`config.mk`:
```
export PLATFORM = sky130hd
export DESIGN_NAME = lpmc_core
export DESIGN_NICKNAME = d
export VERILOG_FILES = /design/src/verilog/lpmc_pkg.sv /design/src/verilog/lpmc_reset_filter.sv /design/src/verilog/lpmc_core.sv
export SDC_FILE = /design/constraint.sdc
export NUM_CORES = 1
export LEC_CHECK = 0
export BUFFER_PORTS_ARGS = -buffer_cell sky130_fd_sc_hd__buf_4
export CAP_MARGIN = 5
export CELL_PAD_IN_SITES_DETAIL_PLACEMENT = 2
export CELL_PAD_IN_SITES_GLOBAL_PLACEMENT = 2
export CORE_MARGIN = 2
export CORE_UTILIZATION = 27
export CTS_CLUSTER_DIAMETER = 200
export DETAILED_ROUTE_END_ITERATION = 16
export PLACE_DENSITY_LB_ADDON = 0.3
export SLEW_MARGIN = 40
export SYNTH_ARGS = -nofsm -noshare
export SYNTH_HDL_FRONTEND = slang
export SYNTH_SLANG_ARGS = --single-unit
```
`constraint.sdc`:
```
create_clock -name clock -period 2.05 [get_ports clock]
set_input_delay 0.205 -clock clock [delete_from_list [all_inputs] [get_ports clock]]
set_output_delay 0.205 -clock clock [all_outputs]
set_load 0.02 [all_outputs]
```
`src/verilog/lpmc_pkg.sv`:
```
/*
 * Shared constants for the low power mode controller: power control bit positions,
 * reset value, mode states and reset qualification length.
 * Assumes a single 100 MHz clock standing in for the oscillator.
 */
package lpmc_pkg;
    localparam int LPMC_POWER_CONTROL_REGISTER_W = 8;
    localparam int LPMC_IDLE_BIT = 0;
    localparam int LPMC_PD_BIT = 1;
    localparam logic [7:0] LPMC_POWER_CONTROL_REGISTER_RST = 8'h00;
    // Clock period in ns and machine cycle length in clocks.
    localparam int LPMC_CLK_NS = 10;
    localparam int LPMC_MCYC_CLKS = 12;
    localparam int LPMC_RST_MCYC = 2;
    localparam int LPMC_RST_CLKS = LPMC_RST_MCYC * LPMC_MCYC_CLKS;
    typedef enum logic [1:0] {LPMC_RUN, LPMC_IDLE, LPMC_PDOWN} lpmc_mode_e;
endpackage : lpmc_pkg

```
`src/verilog/lpmc_reset_filter.sv`:
```
/*
 * Reset pin qualifier: the pin must stay high for a full count of clocks.
 * Assumes the pin is asynchronous; it is synchronised here first.
 */
`timescale 1ns/1ps
module lpmc_reset_filter
    import lpmc_pkg::*;
#(
    parameter int HOLD_CLKS = LPMC_RST_CLKS
) (
    input wire logic clock,
    input wire logic reset,
    input wire logic resetPin,
    output logic hwReset
);
    logic sync1_q;
    logic sync2_q;
    logic [7:0] cnt_q;

    always_ff @(posedge clock) begin
        if (reset) begin
            sync1_q <= 1'b0;
            sync2_q <= 1'b0;
        end else begin
            sync1_q <= resetPin;
            sync2_q <= sync1_q;
        end
    end

    // Short glitches never reset the core; only a sustained high level does.
    always_ff @(posedge clock) begin
        if (reset || !sync2_q) begin
            cnt_q <= 8'h00;
            hwReset <= 1'b0;
        end else if (cnt_q < 8'(HOLD_CLKS - 1)) begin
            cnt_q <= cnt_q + 8'h01;
            hwReset <= 1'b0;
        end else begin
            hwReset <= 1'b1;
        end
    end
endmodule : lpmc_reset_filter

```
`src/verilog/lpmc_core.sv`:
```
/*
 * Low power mode controller: idle and power-down entry from the power control
 * register, exit by enabled interrupt (idle) or qualified hardware reset, clock gating
 * enables and pin status overrides for the strobes and ports 0 to 3.
 * Assumes the CPU reports instruction completion and the peripheral core drives
 * the normal-mode pin values; clock gates are implemented outside with the enables.
 */
// Notes on behaviour
// - Idle stops CPU, peripherals keep running.
// - Idle entered after requesting instruction completes.
// - Idle keeps CPU, RAM, registers intact.
// - Enabled interrupt ends idle, vectors onward.
// - Reset in idle restarts like power-on.
// - Power-down stops oscillator after instruction.
// - Power-down keeps only data RAM; here powerControlRegister also keeps its value.
// - Only hardware reset ends power-down.
// - Idle internal: strobes high, ports hold data.
// - Idle external: strobes high, port0 floats.
// - Power-down internal: strobes low, ports hold.
// - Power-down external: strobes low, port0 floats.
// - Power control register bits select mode.
`timescale 1ns/1ps
module lpmc_core
    import lpmc_pkg::*;
#(
    parameter int RST_HOLD_CLKS = LPMC_RST_CLKS
) (
    input wire logic clock,
    input wire logic reset,
    input wire logic resetPin,
    input wire logic externalAccess,
    input wire logic pconWrite,
    input wire logic [7:0] pconWdata,
    input wire logic instrDone,
    input wire logic irqPending,
    input wire logic normAle,
    input wire logic normProgramFetchStrobe,
    input wire logic [7:0] normP0Out,
    input wire logic normP0Bus,
    input wire logic [7:0] p0Latch,
    input wire logic [7:0] p1Latch,
    input wire logic [7:0] p2Latch,
    input wire logic [7:0] p2Addr,
    input wire logic [7:0] p3Out,
    output logic [7:0] powerControlRegister,
    output logic cpuClockEnable,
    output logic periphClockEnable,
    output logic oscEnable,
    output logic coreReset,
    output logic wakeVector,
    output logic [1:0] modeState,
    output logic ale,
    output logic programFetchStrobe,
    output logic [7:0] p0Out,
    output logic [7:0] p0OutEnable_n,
    output logic [7:0] p1Out,
    output logic [7:0] p2Out,
    output logic [7:0] p3Pin
);
    lpmc_mode_e mode_q;
    logic hwReset;
    logic pendIdle_q;
    logic pendPd_q;
    logic extSync1_q;
    logic extSync2_q;
    logic [7:0] p3Hold_q;

    lpmc_reset_filter #(
        .HOLD_CLKS(RST_HOLD_CLKS)
    ) uResetFilter (
        .clock(clock),
        .reset(reset),
        .resetPin(resetPin),
        .hwReset(hwReset)
    );

    // The access strap is a pin, so it is synchronised before use.
    always_ff @(posedge clock) begin
        if (reset) begin
            extSync1_q <= 1'b0;
            extSync2_q <= 1'b0;
        end else begin
            extSync1_q <= externalAccess;
            extSync2_q <= extSync1_q;
        end
    end

    // Register write; hardware clears the idle bit on wake and all bits on reset.
    always_ff @(posedge clock) begin
        if (reset || hwReset) begin
            powerControlRegister <= LPMC_POWER_CONTROL_REGISTER_RST;
        end else if (mode_q == LPMC_IDLE && irqPending) begin
            powerControlRegister[LPMC_IDLE_BIT] <= 1'b0;
        end else if (pconWrite && mode_q == LPMC_RUN) begin
            powerControlRegister <= pconWdata;
        end
    end

    // A request is latched at the write and honoured only when that instruction ends.
    always_ff @(posedge clock) begin
        if (reset || hwReset || mode_q != LPMC_RUN) begin
            pendIdle_q <= 1'b0;
            pendPd_q <= 1'b0;
        end else if (pconWrite) begin
            pendIdle_q <= pconWdata[LPMC_IDLE_BIT];
            pendPd_q <= pconWdata[LPMC_PD_BIT];
        end
    end

    always_ff @(posedge clock) begin
        if (reset || hwReset) begin
            mode_q <= LPMC_RUN;
        end else begin
            case (mode_q)
                LPMC_RUN: begin
                    // Power-down wins when both bits are set.
                    if (instrDone && pendPd_q) begin
                        mode_q <= LPMC_PDOWN;
                    end else if (instrDone && pendIdle_q) begin
                        mode_q <= LPMC_IDLE;
                    end
                end
                LPMC_IDLE: begin
                    if (irqPending) begin
                        mode_q <= LPMC_RUN;
                    end
                end
                LPMC_PDOWN: begin
                    mode_q <= LPMC_PDOWN;
                end
                default: begin
                    mode_q <= LPMC_RUN;
                end
            endcase
        end
    end

    // Clock enables; CPU state and registers simply freeze while the CPU clock is off.
    always_ff @(posedge clock) begin
        if (reset) begin
            cpuClockEnable <= 1'b1;
            periphClockEnable <= 1'b1;
            oscEnable <= 1'b1;
            wakeVector <= 1'b0;
            coreReset <= 1'b1;
            modeState <= 2'h0;
        end else begin
            cpuClockEnable <= (mode_q == LPMC_RUN);
            periphClockEnable <= (mode_q != LPMC_PDOWN);
            oscEnable <= (mode_q != LPMC_PDOWN);
            wakeVector <= (mode_q == LPMC_IDLE) && irqPending && !hwReset;
            coreReset <= hwReset;
            modeState <= 2'(mode_q);
        end
    end

    // Port 3 alternate outputs are frozen at entry to power-down.
    always_ff @(posedge clock) begin
        if (reset) begin
            p3Hold_q <= 8'hff;
        end else if (mode_q != LPMC_PDOWN) begin
            p3Hold_q <= p3Out;
        end
    end

    always_ff @(posedge clock) begin
        if (reset) begin
            ale <= 1'b1;
            programFetchStrobe <= 1'b1;
            p0Out <= 8'hff;
            p0OutEnable_n <= 8'hff;
            p1Out <= 8'hff;
            p2Out <= 8'hff;
            p3Pin <= 8'hff;
        end else begin
            case (mode_q)
                LPMC_IDLE: begin
                    ale <= 1'b1;
                    programFetchStrobe <= 1'b1;
                    p0Out <= p0Latch;
                    // With internal memory the latch byte is driven in full, so the pins show data.
                    p0OutEnable_n <= extSync2_q ? 8'hff : 8'h00;
                    p1Out <= p1Latch;
                    p2Out <= extSync2_q ? p2Addr : p2Latch;
                    p3Pin <= p3Out;
                end
                LPMC_PDOWN: begin
                    ale <= 1'b0;
                    programFetchStrobe <= 1'b0;
                    p0Out <= p0Latch;
                    p0OutEnable_n <= extSync2_q ? 8'hff : 8'h00;
                    p1Out <= p1Latch;
                    p2Out <= p2Latch;
                    p3Pin <= p3Hold_q;
                end
                default: begin
                    ale <= normAle;
                    programFetchStrobe <= normProgramFetchStrobe;
                    p0Out <= normP0Bus ? normP0Out : p0Latch;
                    // Port 0 is open drain unless it is carrying the bus: a latched 1 floats.
                    p0OutEnable_n <= normP0Bus ? 8'h00 : p0Latch;
                    p1Out <= p1Latch;
                    p2Out <= p2Latch;
                    p3Pin <= p3Out;
                end
            endcase
        end
    end
endmodule : lpmc_core

```
# ---- Word-level counts from Yosys, hierarchy flattened
# Index checks and enable logic that the tools add are counted.
# W data, S select, Z words.
dict set report totals {
  ff_bits 81
  in_bits 66
}
dict set report classes {
  n_addsub 1
  magnitude_cmp 1
  eq_ne 5
  muxes 15
  bitwise_logic 1
  n_reduce_logical 16
}
# op count
set ops {}
lappend ops {{$mux W8} 8}
lappend ops {{$add A8 B1 Y8 const B} 1}
lappend ops {{$lt A8 B5 Y1 const B} 1}
lappend ops {{$mux W2} 3}
lappend ops {{$pmux W2 S3} 1}
lappend ops {{$logic_and A1 B1 Y1} 5}
lappend ops {{$ne A2 B2 Y1 const B} 2}
lappend ops {{$pmux W1 S2} 2}
lappend ops {{$reduce_and A2 Y1} 2}
lappend ops {{$reduce_or A2 Y1} 2}
lappend ops {{$logic_or A1 B1 Y1} 3}
lappend ops {{$ne A3 B3 Y1 const B} 1}
lappend ops {{$eq A2 B1 Y1 const B} 1}
lappend ops {{$eq A2 B2 Y1 const B} 1}
lappend ops {{$logic_not A1 Y1} 2}
lappend ops {{$logic_not A2 Y1} 1}
lappend ops {{$reduce_bool A2 Y1} 1}
lappend ops {{$mux W1} 1}
lappend ops {{$not A1 Y1} 1}

# ---- Longest topological paths before layout
# Gate-level depths: netlist of the first run.
dict set report depth {
  ltp_word 4
  depth_mapped 6
  ltp_nobuf 5
}

# ---- Hierarchy
# A second synthesis of the first run with hierarchy kept.
dict set report unflattened {
  hier_cells 275
  hier_area_um2 2949.1
}
# module area_per_inst_um2 instances cells_each
set by_module_without_submodules {}
lappend by_module_without_submodules {lpmc_core 2513.7 1 233}
lappend by_module_without_submodules {lpmc_reset_filter 435.4 1 42}

# ---- Worst setup path after synthesis of the first run
# OpenSTA, ideal clock, no wires.
dict set report synth_path {
  path_type {reg-to-reg}
  from {register mode_q[0]}
  to {register p0Out[5]}
  t_arrival_ns 1.387
  setup_slack_ns 0.544
  setup_time_ns 0.120
  period_less_slack_ns 1.506
  path_stages_with_launch 7
  t_required_ns 1.930
  cell_sequence {dfxtp_1 inv_1 ha_1 nor2b_4 buf_4 nor2b_1 a211o_1}
}
dict set report synth_via {
  elab_chain_cells 3
  word_cells_on_any_way 4
}
# element line_no
set synth_lines {}
lappend synth_lines {{start: declaration} lpmc_core.sv:60} ;# lpmc_mode_e mode_q;
lappend synth_lines {{start signal: assignment} lpmc_core.sv:112} ;# mode_q <= LPMC_RUN;
lappend synth_lines {{start signal: assignment} lpmc_core.sv:118} ;# mode_q <= LPMC_PDOWN;
lappend synth_lines {{start signal: assignment} lpmc_core.sv:120} ;# mode_q <= LPMC_IDLE;
lappend synth_lines {{$eq A2 B1 Y1 or $eq A2 B2 Y1 (tied branches)} lpmc_core.sv:176} ;# case (mode_q)
lappend synth_lines {{$reduce_or A2 Y1 (no line) (*)} -}
lappend synth_lines {{$mux W8 (*)} lpmc_core.sv:176}
lappend synth_lines {{end signal: assignment} lpmc_core.sv:180} ;# p0Out <= p0Latch;
lappend synth_lines {{end signal: assignment} lpmc_core.sv:190} ;# p0Out <= p0Latch;
lappend synth_lines {{end signal: assignment} lpmc_core.sv:199} ;# p0Out <= normP0Bus ? normP0Out : p0Latch;
lappend synth_lines {{end: declaration} lpmc_core.sv:54} ;# output logic [7:0] p0Out,
# Every way passes the cells marked *; elsewhere a longest branch is shown, timed or not.
# A chain may end at the register's enable or synchronous reset.

# ---- Worst setup path after layout of the first run
dict set report layout_path {
  from {register mode_q[0]}
  to {register p0Out[6]}
}
# The elaborated chain is that of the path after synthesis.

==> run_summary.xml, run 1 <==
<?xml version="1.0" encoding="UTF-8"?>
<metrics>
  <group name="synthesis">
    <metric name="total_nets_after_synthesis" unit="">323</metric>
    <metric name="post_synth_num_cell_types" unit="">34</metric>
    <metric name="ys.warnings.count" unit="">0</metric>
    <metric name="synth-edff-count" unit="">0</metric>
    <metric name="synth-main-ff-cell" unit="">sky130_fd_sc_hd__dfxtp_1</metric>
    <metric name="synth_top_cells_by_area" unit="">sky130_fd_sc_hd__dfxtp_1 59%, sky130_fd_sc_hd__a211o_1 7.6%, sky130_fd_sc_hd__nor2b_1 4.5%</metric>
    <metric name="postSynthRegisterBits" unit="">81</metric>
    <metric name="synth_top_cell_area_share" unit="%">58.9</metric>
    <metric name="synthCells" unit="">253</metric>
    <metric name="post_synthesis_sequential_area_ratio" unit="%">58.9</metric>
    <metric name="synthesis.area_per_instance" unit="sq um">10.9</metric>
    <metric name="synth.top_cells.by_count" unit="">81 x sky130_fd_sc_hd__dfxtp_1, 24 x sky130_fd_sc_hd__a211o_1, 20 x sky130_fd_sc_hd__nor2b_1</metric>
    <metric name="synth.most_common_cell" unit="">sky130_fd_sc_hd__dfxtp_1</metric>
    <metric name="cell_taking_the_most_area_after_synthesis" unit="">sky130_fd_sc_hd__dfxtp_1</metric>
    <metric name="netlist_area" unit="sq um">2750</metric>
    <metric name="synth-async-reset-ratio" unit="%">0</metric>
  </group>
  <group name="worst_setup_path">
    <metric name="timing_worst_setup_path_type" unit="">flop to flop</metric>
    <metric name="timing.critical_path.to_type" unit="">flop</metric>
    <metric name="worstSetupStartpointType" unit="">flop</metric>
    <metric name="crit_path_arrival_time" unit="ns">1.94</metric>
    <metric name="critical_path_peak_fanout" unit="">16</metric>
    <metric name="crit_required" unit="ns">2.28</metric>
  </group>
  <group name="sta">
    <metric name="skew" unit="ns">0.00879</metric>
    <metric name="count_of_final_max_slew_check_failures" unit="">0</metric>
    <metric name="setup_ws_final" unit="ns">0.343</metric>
    <metric name="setup-violations-final" unit="">0</metric>
    <metric name="timing.final.crit_share" unit="%">83.3</metric>
    <metric name="final.setup.tns" unit="ns">0</metric>
    <metric name="max_slew.worst_pin.slew" unit="ns">0.634</metric>
    <metric name="grt_setup_unrepaired" unit="">no</metric>
    <metric name="final_critical_path_time_including_i_o_delays_and_setup" unit="ns">1.71</metric>
    <metric name="timing_hold_violations_final" unit="">0</metric>
    <metric name="fmax" unit="MHz">586</metric>
    <metric name="max-slew-margin-rel" unit="%">57.7</metric>
  </group>
  <group name="finish">
    <metric name="drive_gt1_share" unit="%">40.9</metric>
    <metric name="synthToLayoutAreaGrowth" unit="%">45.0</metric>
    <metric name="num_antenna_cells" unit="">0</metric>
    <metric name="final.fill_count" unit="">1134</metric>
    <metric name="post_layout_net_count" unit="">444</metric>
    <metric name="layout.core_utilization" unit="%">40.6</metric>
    <metric name="final-instance-count-excl-fill" unit="">512</metric>
    <metric name="layout.cell_area.non_filler" unit="sq um">3990</metric>
  </group>
  <group name="die">
    <metric name="die_y" unit="um">105</metric>
    <metric name="core_area" unit="sq um">9820</metric>
    <metric name="fp.dieArea" unit="sq um">11000</metric>
    <metric name="placementRows" unit="">36</metric>
    <metric name="floorplan.initialDensity" unit="%">28.0</metric>
    <metric name="boundaryPins" unit="">123</metric>
    <metric name="die_x" unit="um">105</metric>
  </group>
  <group name="status">
    <metric name="outcome" unit="">completed</metric>
  </group>
  <group name="place">
    <metric name="io_buffers" unit="">122</metric>
    <metric name="dp.cells" unit="">496</metric>
    <metric name="dpl.hpwl" unit="um">5760</metric>
    <metric name="place_congestion" unit="">0.717</metric>
    <metric name="dpl_worst_slack" unit="ns">0.339</metric>
    <metric name="dpl_cell_area" unit="sq um">3780</metric>
  </group>
  <group name="detailed_routing">
    <metric name="routed_wire_length_per_instance" unit="um">15.4</metric>
    <metric name="drc" unit="">0</metric>
    <metric name="drtIter0Drc" unit="">39</metric>
    <metric name="num_vias" unit="">2299</metric>
    <metric name="routed_wirelength" unit="um">7880</metric>
    <metric name="via_per_inst" unit="">4.49</metric>
    <metric name="antenna_left" unit="">0</metric>
    <metric name="first_pass_iters" unit="">4</metric>
  </group>
  <group name="grt">
    <metric name="grt_max_degree" unit="">46</metric>
    <metric name="grt_util_all_layers" unit="%">15.0</metric>
    <metric name="global_route.overflow_total" unit="">0</metric>
    <metric name="grt_pass1_vias" unit="">2531</metric>
    <metric name="number_of_antenna_violations_at_the_first_check_in_global_routing" unit="">0</metric>
    <metric name="global_route_wire_length_before_repair" unit="um">12900</metric>
  </group>
  <group name="clock_tree">
    <metric name="cts.hold.buffers_added" unit="">0</metric>
    <metric name="clk_pin_slew" unit="ns">0.08</metric>
    <metric name="postCtsSetupRepairBufs" unit="">0</metric>
    <metric name="number_of_gates_resized_after_cts" unit="">0</metric>
    <metric name="clock_tree.buffer_depth" unit="">2</metric>
    <metric name="clock_tree.htree_level_count" unit="">3</metric>
    <metric name="tritoncts" unit="">done</metric>
    <metric name="root_buffer_cell" unit="">sky130_fd_sc_hd__clkbuf_8</metric>
    <metric name="clock_sink_count" unit="">81</metric>
    <metric name="clock_latency" unit="ns">0.34</metric>
    <metric name="tritoncts.num_buffers" unit="">9</metric>
  </group>
  <group name="flow_run">
    <metric name="drv_cap" unit="">0</metric>
  </group>
  <group name="pwr">
    <metric name="max-vdd-ir-drop" unit="uV">355</metric>
    <metric name="power_leakage" unit="nW">1.86</metric>
    <metric name="power_density_over_cell_area" unit="nW/um^2">1010</metric>
  </group>
  <group name="hold_path">
    <metric name="min_path_type" unit="">input pin to flop</metric>
  </group>
</metrics>
[registers in the layout, indices dropped and copies added, names as in the netlist, 2 cells and up]
| register | count |
|---|---|
| p3Hold_q | 8 |
| uResetFilter.cnt_q | 8 |
| p3Pin | 8 |
| p0OutEnable_n | 8 |
| p0Out | 8 |
| p2Out | 8 |
| mode_q | 2 |
| modeState | 2 |
| p1Out | 8 |
| powerControlRegister | 8 |
[metrics by stage]
stage               power [mW]  hold WS (ns)
floorplan                 2.41         0.309
global placement          2.79         0.390
detailed placement        2.84         0.393
CTS                       4.10        0.0239
global route              4.27        0.0226
finish                    4.03        0.0401
[critical path, stage by stage (launching register included)]
cell	delay, ns
sky130_fd_sc_hd__dfxtp_1	0.36
sky130_fd_sc_hd__inv_1	0.10
sky130_fd_sc_hd__ha_1	0.41
sky130_fd_sc_hd__nor2b_4	0.36
sky130_fd_sc_hd__nor2b_1	0.09
sky130_fd_sc_hd__a211o_1	0.27
[worst paths after layout]
path                          start                    end  slack, ns  cells past startpoint
max          mode_q[0]$_SDFFE_PP0P_    p0Out[6]$_SDFF_PP1_       0.34                      5
min                      p1Latch[4]    p1Out[4]$_SDFF_PP1_       0.04                      2
max reg2reg  mode_q[0]$_SDFFE_PP0P_    p0Out[6]$_SDFF_PP1_       0.34                      5
min reg2reg   extSync1_q$_SDFF_PP0_  extSync2_q$_SDFF_PP0_       0.44                      1
[cell families (layout without fill, tap and decap cells)]
| logic type | after synthesis | after routing | synth area share [%] |
|---|---|---|---|
| AOI/OAI and AO/OA | 62 | 62 | 16.8 |
| adders and majority gates | 4 | 4 | 1.82 |
| buffers and inverters | 19 | 145 | 3.09 |
| DFF | 81 | 81 | 58.9 |
| muxes | 6 | 6 | 2.18 |
| and+or+nand+nor | 81 | 81 | 17.2 |
[routing by layer]
metal / vias to the layer above / GRT usage, % / wire length, um
met5: - / 0 / 0
li1: 1114 / - / -
met3: 7 / 4.30 / 386
met4: 0 / 5.43 / 95
met1: 1109 / 16.9 / 3160
met2: 69 / 26.9 / 4230
[power breakdown]
group	internal [mW]	switching, mW
Clock	0.680	0.570
Sequential	1.76	0.0678
Combinational	0.428	0.521
[final cells by class]
cell class | count | area, sq um | area share (%)
clock buffers | 10 | 128 | 3.20
repair buffers | 123 | 923 | 23.1
well taps | 133 | 166 | 4.17
clock inverters | 6 | 82.6 | 2.07
inverters | 6 | 22.5 | 0.564
multi-input cells | 153 | 1050 | 26.2
flip-flops and latches | 81 | 1620 | 40.6
[cells in the final DEF, fill, tap and decap left out, types with 2 or more instances in the layout]
cell type	instances
sky130_fd_sc_hd__clkbuf_8	9
sky130_fd_sc_hd__nand2_1	10
sky130_fd_sc_hd__a21oi_1	10
sky130_fd_sc_hd__and2_1	4
sky130_fd_sc_hd__a21o_1	9
sky130_fd_sc_hd__ha_1	4
sky130_fd_sc_hd__clkinv_2	3
sky130_fd_sc_hd__a211oi_2	2
sky130_fd_sc_hd__or2_2	9
sky130_fd_sc_hd__nor2b_1	20
sky130_fd_sc_hd__nand3_1	10
sky130_fd_sc_hd__bufinv_16	2
sky130_fd_sc_hd__o21ai_0	10
sky130_fd_sc_hd__dfxtp_1	81
sky130_fd_sc_hd__nand2b_1	5
sky130_fd_sc_hd__a211o_1	24
sky130_fd_sc_hd__and3_1	8
sky130_fd_sc_hd__nor2_1	7
sky130_fd_sc_hd__buf_4	123
sky130_fd_sc_hd__mux2i_1	6
sky130_fd_sc_hd__inv_1	6
sky130_fd_sc_hd__or2_1	2
No activity file was read; power rests on OpenSTA's default activity.
==> run 2, diff against run 1 <==
--- a/config.mk
+++ b/config.mk
@@ -5,12 +5,13 @@
 export SDC_FILE = /design/constraint.sdc
 export NUM_CORES = 1
 export LEC_CHECK = 0
+export ABC_AREA = 1
 export BUFFER_PORTS_ARGS = -buffer_cell sky130_fd_sc_hd__buf_4
 export CAP_MARGIN = 5
 export CELL_PAD_IN_SITES_DETAIL_PLACEMENT = 2
 export CELL_PAD_IN_SITES_GLOBAL_PLACEMENT = 2
 export CORE_MARGIN = 2
-export CORE_UTILIZATION = 27
+export CORE_UTILIZATION = 25
 export CTS_CLUSTER_DIAMETER = 200
 export DETAILED_ROUTE_END_ITERATION = 16
 export PLACE_DENSITY_LB_ADDON = 0.3
==> constraint.sdc (replaced) <==
create_clock -name clock -period 1.7 [get_ports clock]
set_input_delay 0.17 -clock clock [delete_from_list [all_inputs] [get_ports clock]]
set_output_delay 0.17 -clock clock [all_outputs]
set_load 0.02 [all_outputs]
==> run 2 against run 1 <==
  * Critical path depth grew 3
  * Design area increased by 2.4%
  * Setup slack got worse by 0.10 ns
  * Via count up 7.6%
  * Synthesized area down 2.5%
  * Fmax is 17% higher
  * Cell count grew 15%
  * Die area grew 5.1%
  * First-iteration DRC count is 7.7% higher
  * Wire length grew 2.0%
  * Worst hold slack got worse by 0.011 ns
==> run_summary.xml, run 2 <==
<?xml version="1.0" encoding="UTF-8"?>
<metrics>
  <group name="place">
    <metric name="dpl.hpwl" unit="um">6250</metric>
    <metric name="dpl_cell_area" unit="sq um">3760</metric>
    <metric name="place_congestion" unit="">0.735</metric>
    <metric name="io_buffers" unit="">122</metric>
    <metric name="dp.cells" unit="">563</metric>
  </group>
  <group name="sta">
    <metric name="final_critical_path_time_including_i_o_delays_and_setup" unit="ns">1.46</metric>
    <metric name="max_slew.worst_pin.slew" unit="ns">0.258</metric>
    <metric name="fmax" unit="MHz">686</metric>
    <metric name="final.setup.tns" unit="ns">0</metric>
    <metric name="max-slew-margin-rel" unit="%">82.7</metric>
    <metric name="skew" unit="ns">0.00916</metric>
    <metric name="timing.final.crit_share" unit="%">85.8</metric>
    <metric name="setup-violations-final" unit="">0</metric>
    <metric name="timing_hold_violations_final" unit="">0</metric>
    <metric name="count_of_final_max_slew_check_failures" unit="">0</metric>
    <metric name="grt_setup_unrepaired" unit="">no</metric>
  </group>
  <group name="worst_setup_path">
    <metric name="timing.critical_path.from" unit="">mode_q[1]$_SDFFE_PP0P_</metric>
    <metric name="timing.critical_path.to_type" unit="">flop</metric>
    <metric name="crit_family" unit="">simple AND/OR/NAND/NOR gates</metric>
    <metric name="critical_path.max_stage_delay" unit="ns">0.37</metric>
    <metric name="timing_worst_setup_path_type" unit="">flop to flop</metric>
    <metric name="crit_path_arrival_time" unit="ns">1.70</metric>
    <metric name="worstPathCellList" unit="">inv_1, ha_1, nand2_1, inv_1, nor2_4, inv_2, nor2_1, nor2_1</metric>
    <metric name="rr_startpoint" unit="">mode_q[1]$_SDFFE_PP0P_</metric>
    <metric name="critical_path_peak_fanout" unit="">8</metric>
    <metric name="worstSetupStartpointType" unit="">flop</metric>
    <metric name="critical_path_buf_inv_count" unit="">3</metric>
    <metric name="crit_required" unit="ns">1.94</metric>
    <metric name="critical-path-slowest-cell" unit="">sky130_fd_sc_hd__dfxtp_1</metric>
  </group>
  <group name="detailed_routing">
    <metric name="routed_wirelength" unit="um">8040</metric>
    <metric name="antenna_left" unit="">0</metric>
    <metric name="drtIter0Drc" unit="">42</metric>
    <metric name="via_per_inst" unit="">4.21</metric>
    <metric name="drc" unit="">0</metric>
    <metric name="num_vias" unit="">2474</metric>
    <metric name="first_pass_iters" unit="">4</metric>
    <metric name="routed_wire_length_per_instance" unit="um">13.7</metric>
  </group>
  <group name="synthesis">
    <metric name="synthCells" unit="">306</metric>
    <metric name="synth_top_cell_area_share" unit="%">60.4</metric>
    <metric name="netlist_area" unit="sq um">2680</metric>
    <metric name="synthesis.area_per_instance" unit="sq um">8.77</metric>
    <metric name="post_synthesis_sequential_area_ratio" unit="%">60.4</metric>
    <metric name="cell_taking_the_most_area_after_synthesis" unit="">sky130_fd_sc_hd__dfxtp_1</metric>
    <metric name="synth_top_cells_by_area" unit="">sky130_fd_sc_hd__dfxtp_1 60%, sky130_fd_sc_hd__nand2_1 10%, sky130_fd_sc_hd__nor2_1 5.2%</metric>
    <metric name="synth.top_cells.by_count" unit="">81 x sky130_fd_sc_hd__dfxtp_1, 72 x sky130_fd_sc_hd__nand2_1, 37 x sky130_fd_sc_hd__nor2_1</metric>
    <metric name="postSynthRegisterBits" unit="">81</metric>
    <metric name="synth-edff-count" unit="">0</metric>
    <metric name="synth.most_common_cell" unit="">sky130_fd_sc_hd__dfxtp_1</metric>
    <metric name="total_nets_after_synthesis" unit="">376</metric>
    <metric name="ys.warnings.count" unit="">0</metric>
    <metric name="synth-main-ff-cell" unit="">sky130_fd_sc_hd__dfxtp_1</metric>
    <metric name="post_synth_num_cell_types" unit="">21</metric>
    <metric name="synth-async-reset-ratio" unit="%">0</metric>
  </group>
  <group name="finish">
    <metric name="post_layout_net_count" unit="">516</metric>
    <metric name="num_antenna_cells" unit="">0</metric>
    <metric name="synthToLayoutAreaGrowth" unit="%">52.2</metric>
    <metric name="layout_common_cells" unit="">128 x sky130_fd_sc_hd__buf_4, 81 x sky130_fd_sc_hd__dfxtp_1, 72 x sky130_fd_sc_hd__nand2_1, 37 x sky130_fd_sc_hd__nor2_1, 30 x sky130_fd_sc_hd__inv_1</metric>
    <metric name="layout.cell_area.non_filler" unit="sq um">4090</metric>
    <metric name="layout_commonest_cell" unit="">sky130_fd_sc_hd__buf_4</metric>
    <metric name="drive_gt1_share" unit="%">35.5</metric>
    <metric name="seq_area" unit="sq um">1620</metric>
    <metric name="final.fill_count" unit="">1201</metric>
    <metric name="multiInputGateArea" unit="sq um">876</metric>
    <metric name="final-instance-count-excl-fill" unit="">587</metric>
  </group>
  <group name="clock_tree">
    <metric name="tritoncts" unit="">done</metric>
    <metric name="clock_latency" unit="ns">0.34</metric>
    <metric name="clock_tree.htree_level_count" unit="">3</metric>
    <metric name="tritoncts.num_buffers" unit="">9</metric>
    <metric name="clk_pin_slew" unit="ns">0.09</metric>
    <metric name="postCtsSetupRepairBufs" unit="">0</metric>
    <metric name="root_buffer_cell" unit="">sky130_fd_sc_hd__clkbuf_8</metric>
    <metric name="number_of_gates_resized_after_cts" unit="">0</metric>
    <metric name="clock_sink_count" unit="">81</metric>
    <metric name="clock_tree.buffer_depth" unit="">2</metric>
  </group>
  <group name="flow_run">
    <metric name="drv_cap" unit="">0</metric>
  </group>
  <group name="pwr">
    <metric name="power_density_over_cell_area" unit="nW/um^2">1330</metric>
    <metric name="max-vdd-ir-drop" unit="uV">423</metric>
    <metric name="power_leakage" unit="nW">1.95</metric>
  </group>
  <group name="grt">
    <metric name="global_route_wire_length_before_repair" unit="um">12900</metric>
    <metric name="grt_max_degree" unit="">19</metric>
    <metric name="number_of_antenna_violations_at_the_first_check_in_global_routing" unit="">0</metric>
    <metric name="grt_util_all_layers" unit="%">14.2</metric>
    <metric name="grt_pass1_vias" unit="">2725</metric>
    <metric name="global_route.overflow_total" unit="">0</metric>
  </group>
  <group name="hold_path">
    <metric name="hp-start" unit="">resetPin</metric>
    <metric name="min_path_type" unit="">input pin to flop</metric>
  </group>
  <group name="die">
    <metric name="core_area" unit="sq um">10400</metric>
    <metric name="die_x" unit="um">108</metric>
    <metric name="fp.dieArea" unit="sq um">11600</metric>
    <metric name="boundaryPins" unit="">123</metric>
    <metric name="placementRows" unit="">37</metric>
    <metric name="die_y" unit="um">108</metric>
    <metric name="floorplan.initialDensity" unit="%">25.9</metric>
  </group>
  <group name="status">
    <metric name="outcome" unit="">completed</metric>
  </group>
</metrics>
==> run 2: cell count changes in the layout (fill, tap and decap cells not counted), sizes merged, moves of 6 or more <==
cell,before,now
nand2,10,72
nor2,7,40
inv,6,36
a211o,24,0
nor2b,21,0
nand3,10,22
a21o,10,0
and3,8,0
dlygate4sd3,0,8
o211ai,0,8
o21ai,10,18
a21oi,11,5
mux2i,6,0
==> run 2: worst paths after layout <==
kind                                          endpoint  slack, ns  cells past startpoint
hold reg to reg        uResetFilter.sync2_q$_SDFF_PP0_       0.43                      2
hold / removal         uResetFilter.sync1_q$_SDFF_PP0_       0.03                      3
setup / recovery  powerControlRegister[7]$_SDFFE_PP0P_       0.24                      8
setup reg to reg  powerControlRegister[7]$_SDFFE_PP0P_       0.24                      8
==> run 2: kinds of logic (layout without fill, tap and decap cells) <==
logic type / count (synthesis) / in the layout / synth area share (%)
AOI/OAI and AO/OA: 34 / 34 / 7.37
and+or+nand+nor: 146 / 146 / 23.4
adders and majority gates: 4 / 4 / 1.86
DFF: 81 / 81 / 60.4
buffers and inverters: 41 / 186 / 6.95
==> run 2: layer usage <==
layer / vias up / routed length (um) / GRT usage, %
li1: 1237 / - / -
met1: 1162 / 3400 / 16.3
met2: 70 / 4150 / 25.8
met3: 5 / 411 / 3.87
met4: 0 / 74 / 4.12
met5: - / 0 / 0
==> run 2: repair_timing <==
item / 4_1_cts / 5_1_grt
endpoints found under the hold margin: 8 / 0
endpoints found under the setup margin: 0 / 0
hold buffers: 8 / 0
==> run 2: stage by stage <==
step                      hold slack [ns]  setup WS [ns]  util [%]  power (mW)
after detailed placement            0.360          0.260      36.2        3.78
after global placement              0.354          0.353      36.2        3.72
final                              0.0288          0.242      39.4        5.44
after global routing              0.00127         0.0670      39.4        5.79
after CTS                         0.00560          0.218      39.4        5.54
after floorplan                     0.274          0.387         -        3.12
==> run 2: final cells by class <==
| cell class | instances | area share (%) |
|---|---|---|
| clock buffers | 9 | 3.03 |
| repair buffers | 136 | 25.5 |
| well taps | 136 | 4.17 |
| inverters | 34 | 3.12 |
| flip-flops and latches | 81 | 39.7 |
| multi-input cells | 184 | 21.4 |
| clock inverters | 7 | 3.06 |
==> run 2: power breakdown <==
part / total [mW] / internal, mW / switching [mW]
logic: 1.46 / 0.590 / 0.868
clock network: 1.72 / 0.991 / 0.727
registers: 2.26 / 2.16 / 0.0949
==> run 2: tightest hold or removal path: cells and delay by family <==
| kind | cells | cell delay (ns) |
|---|---|---|
| simple gates | 1 | 0.06 |
| buf+inv | 2 | 0.10 |
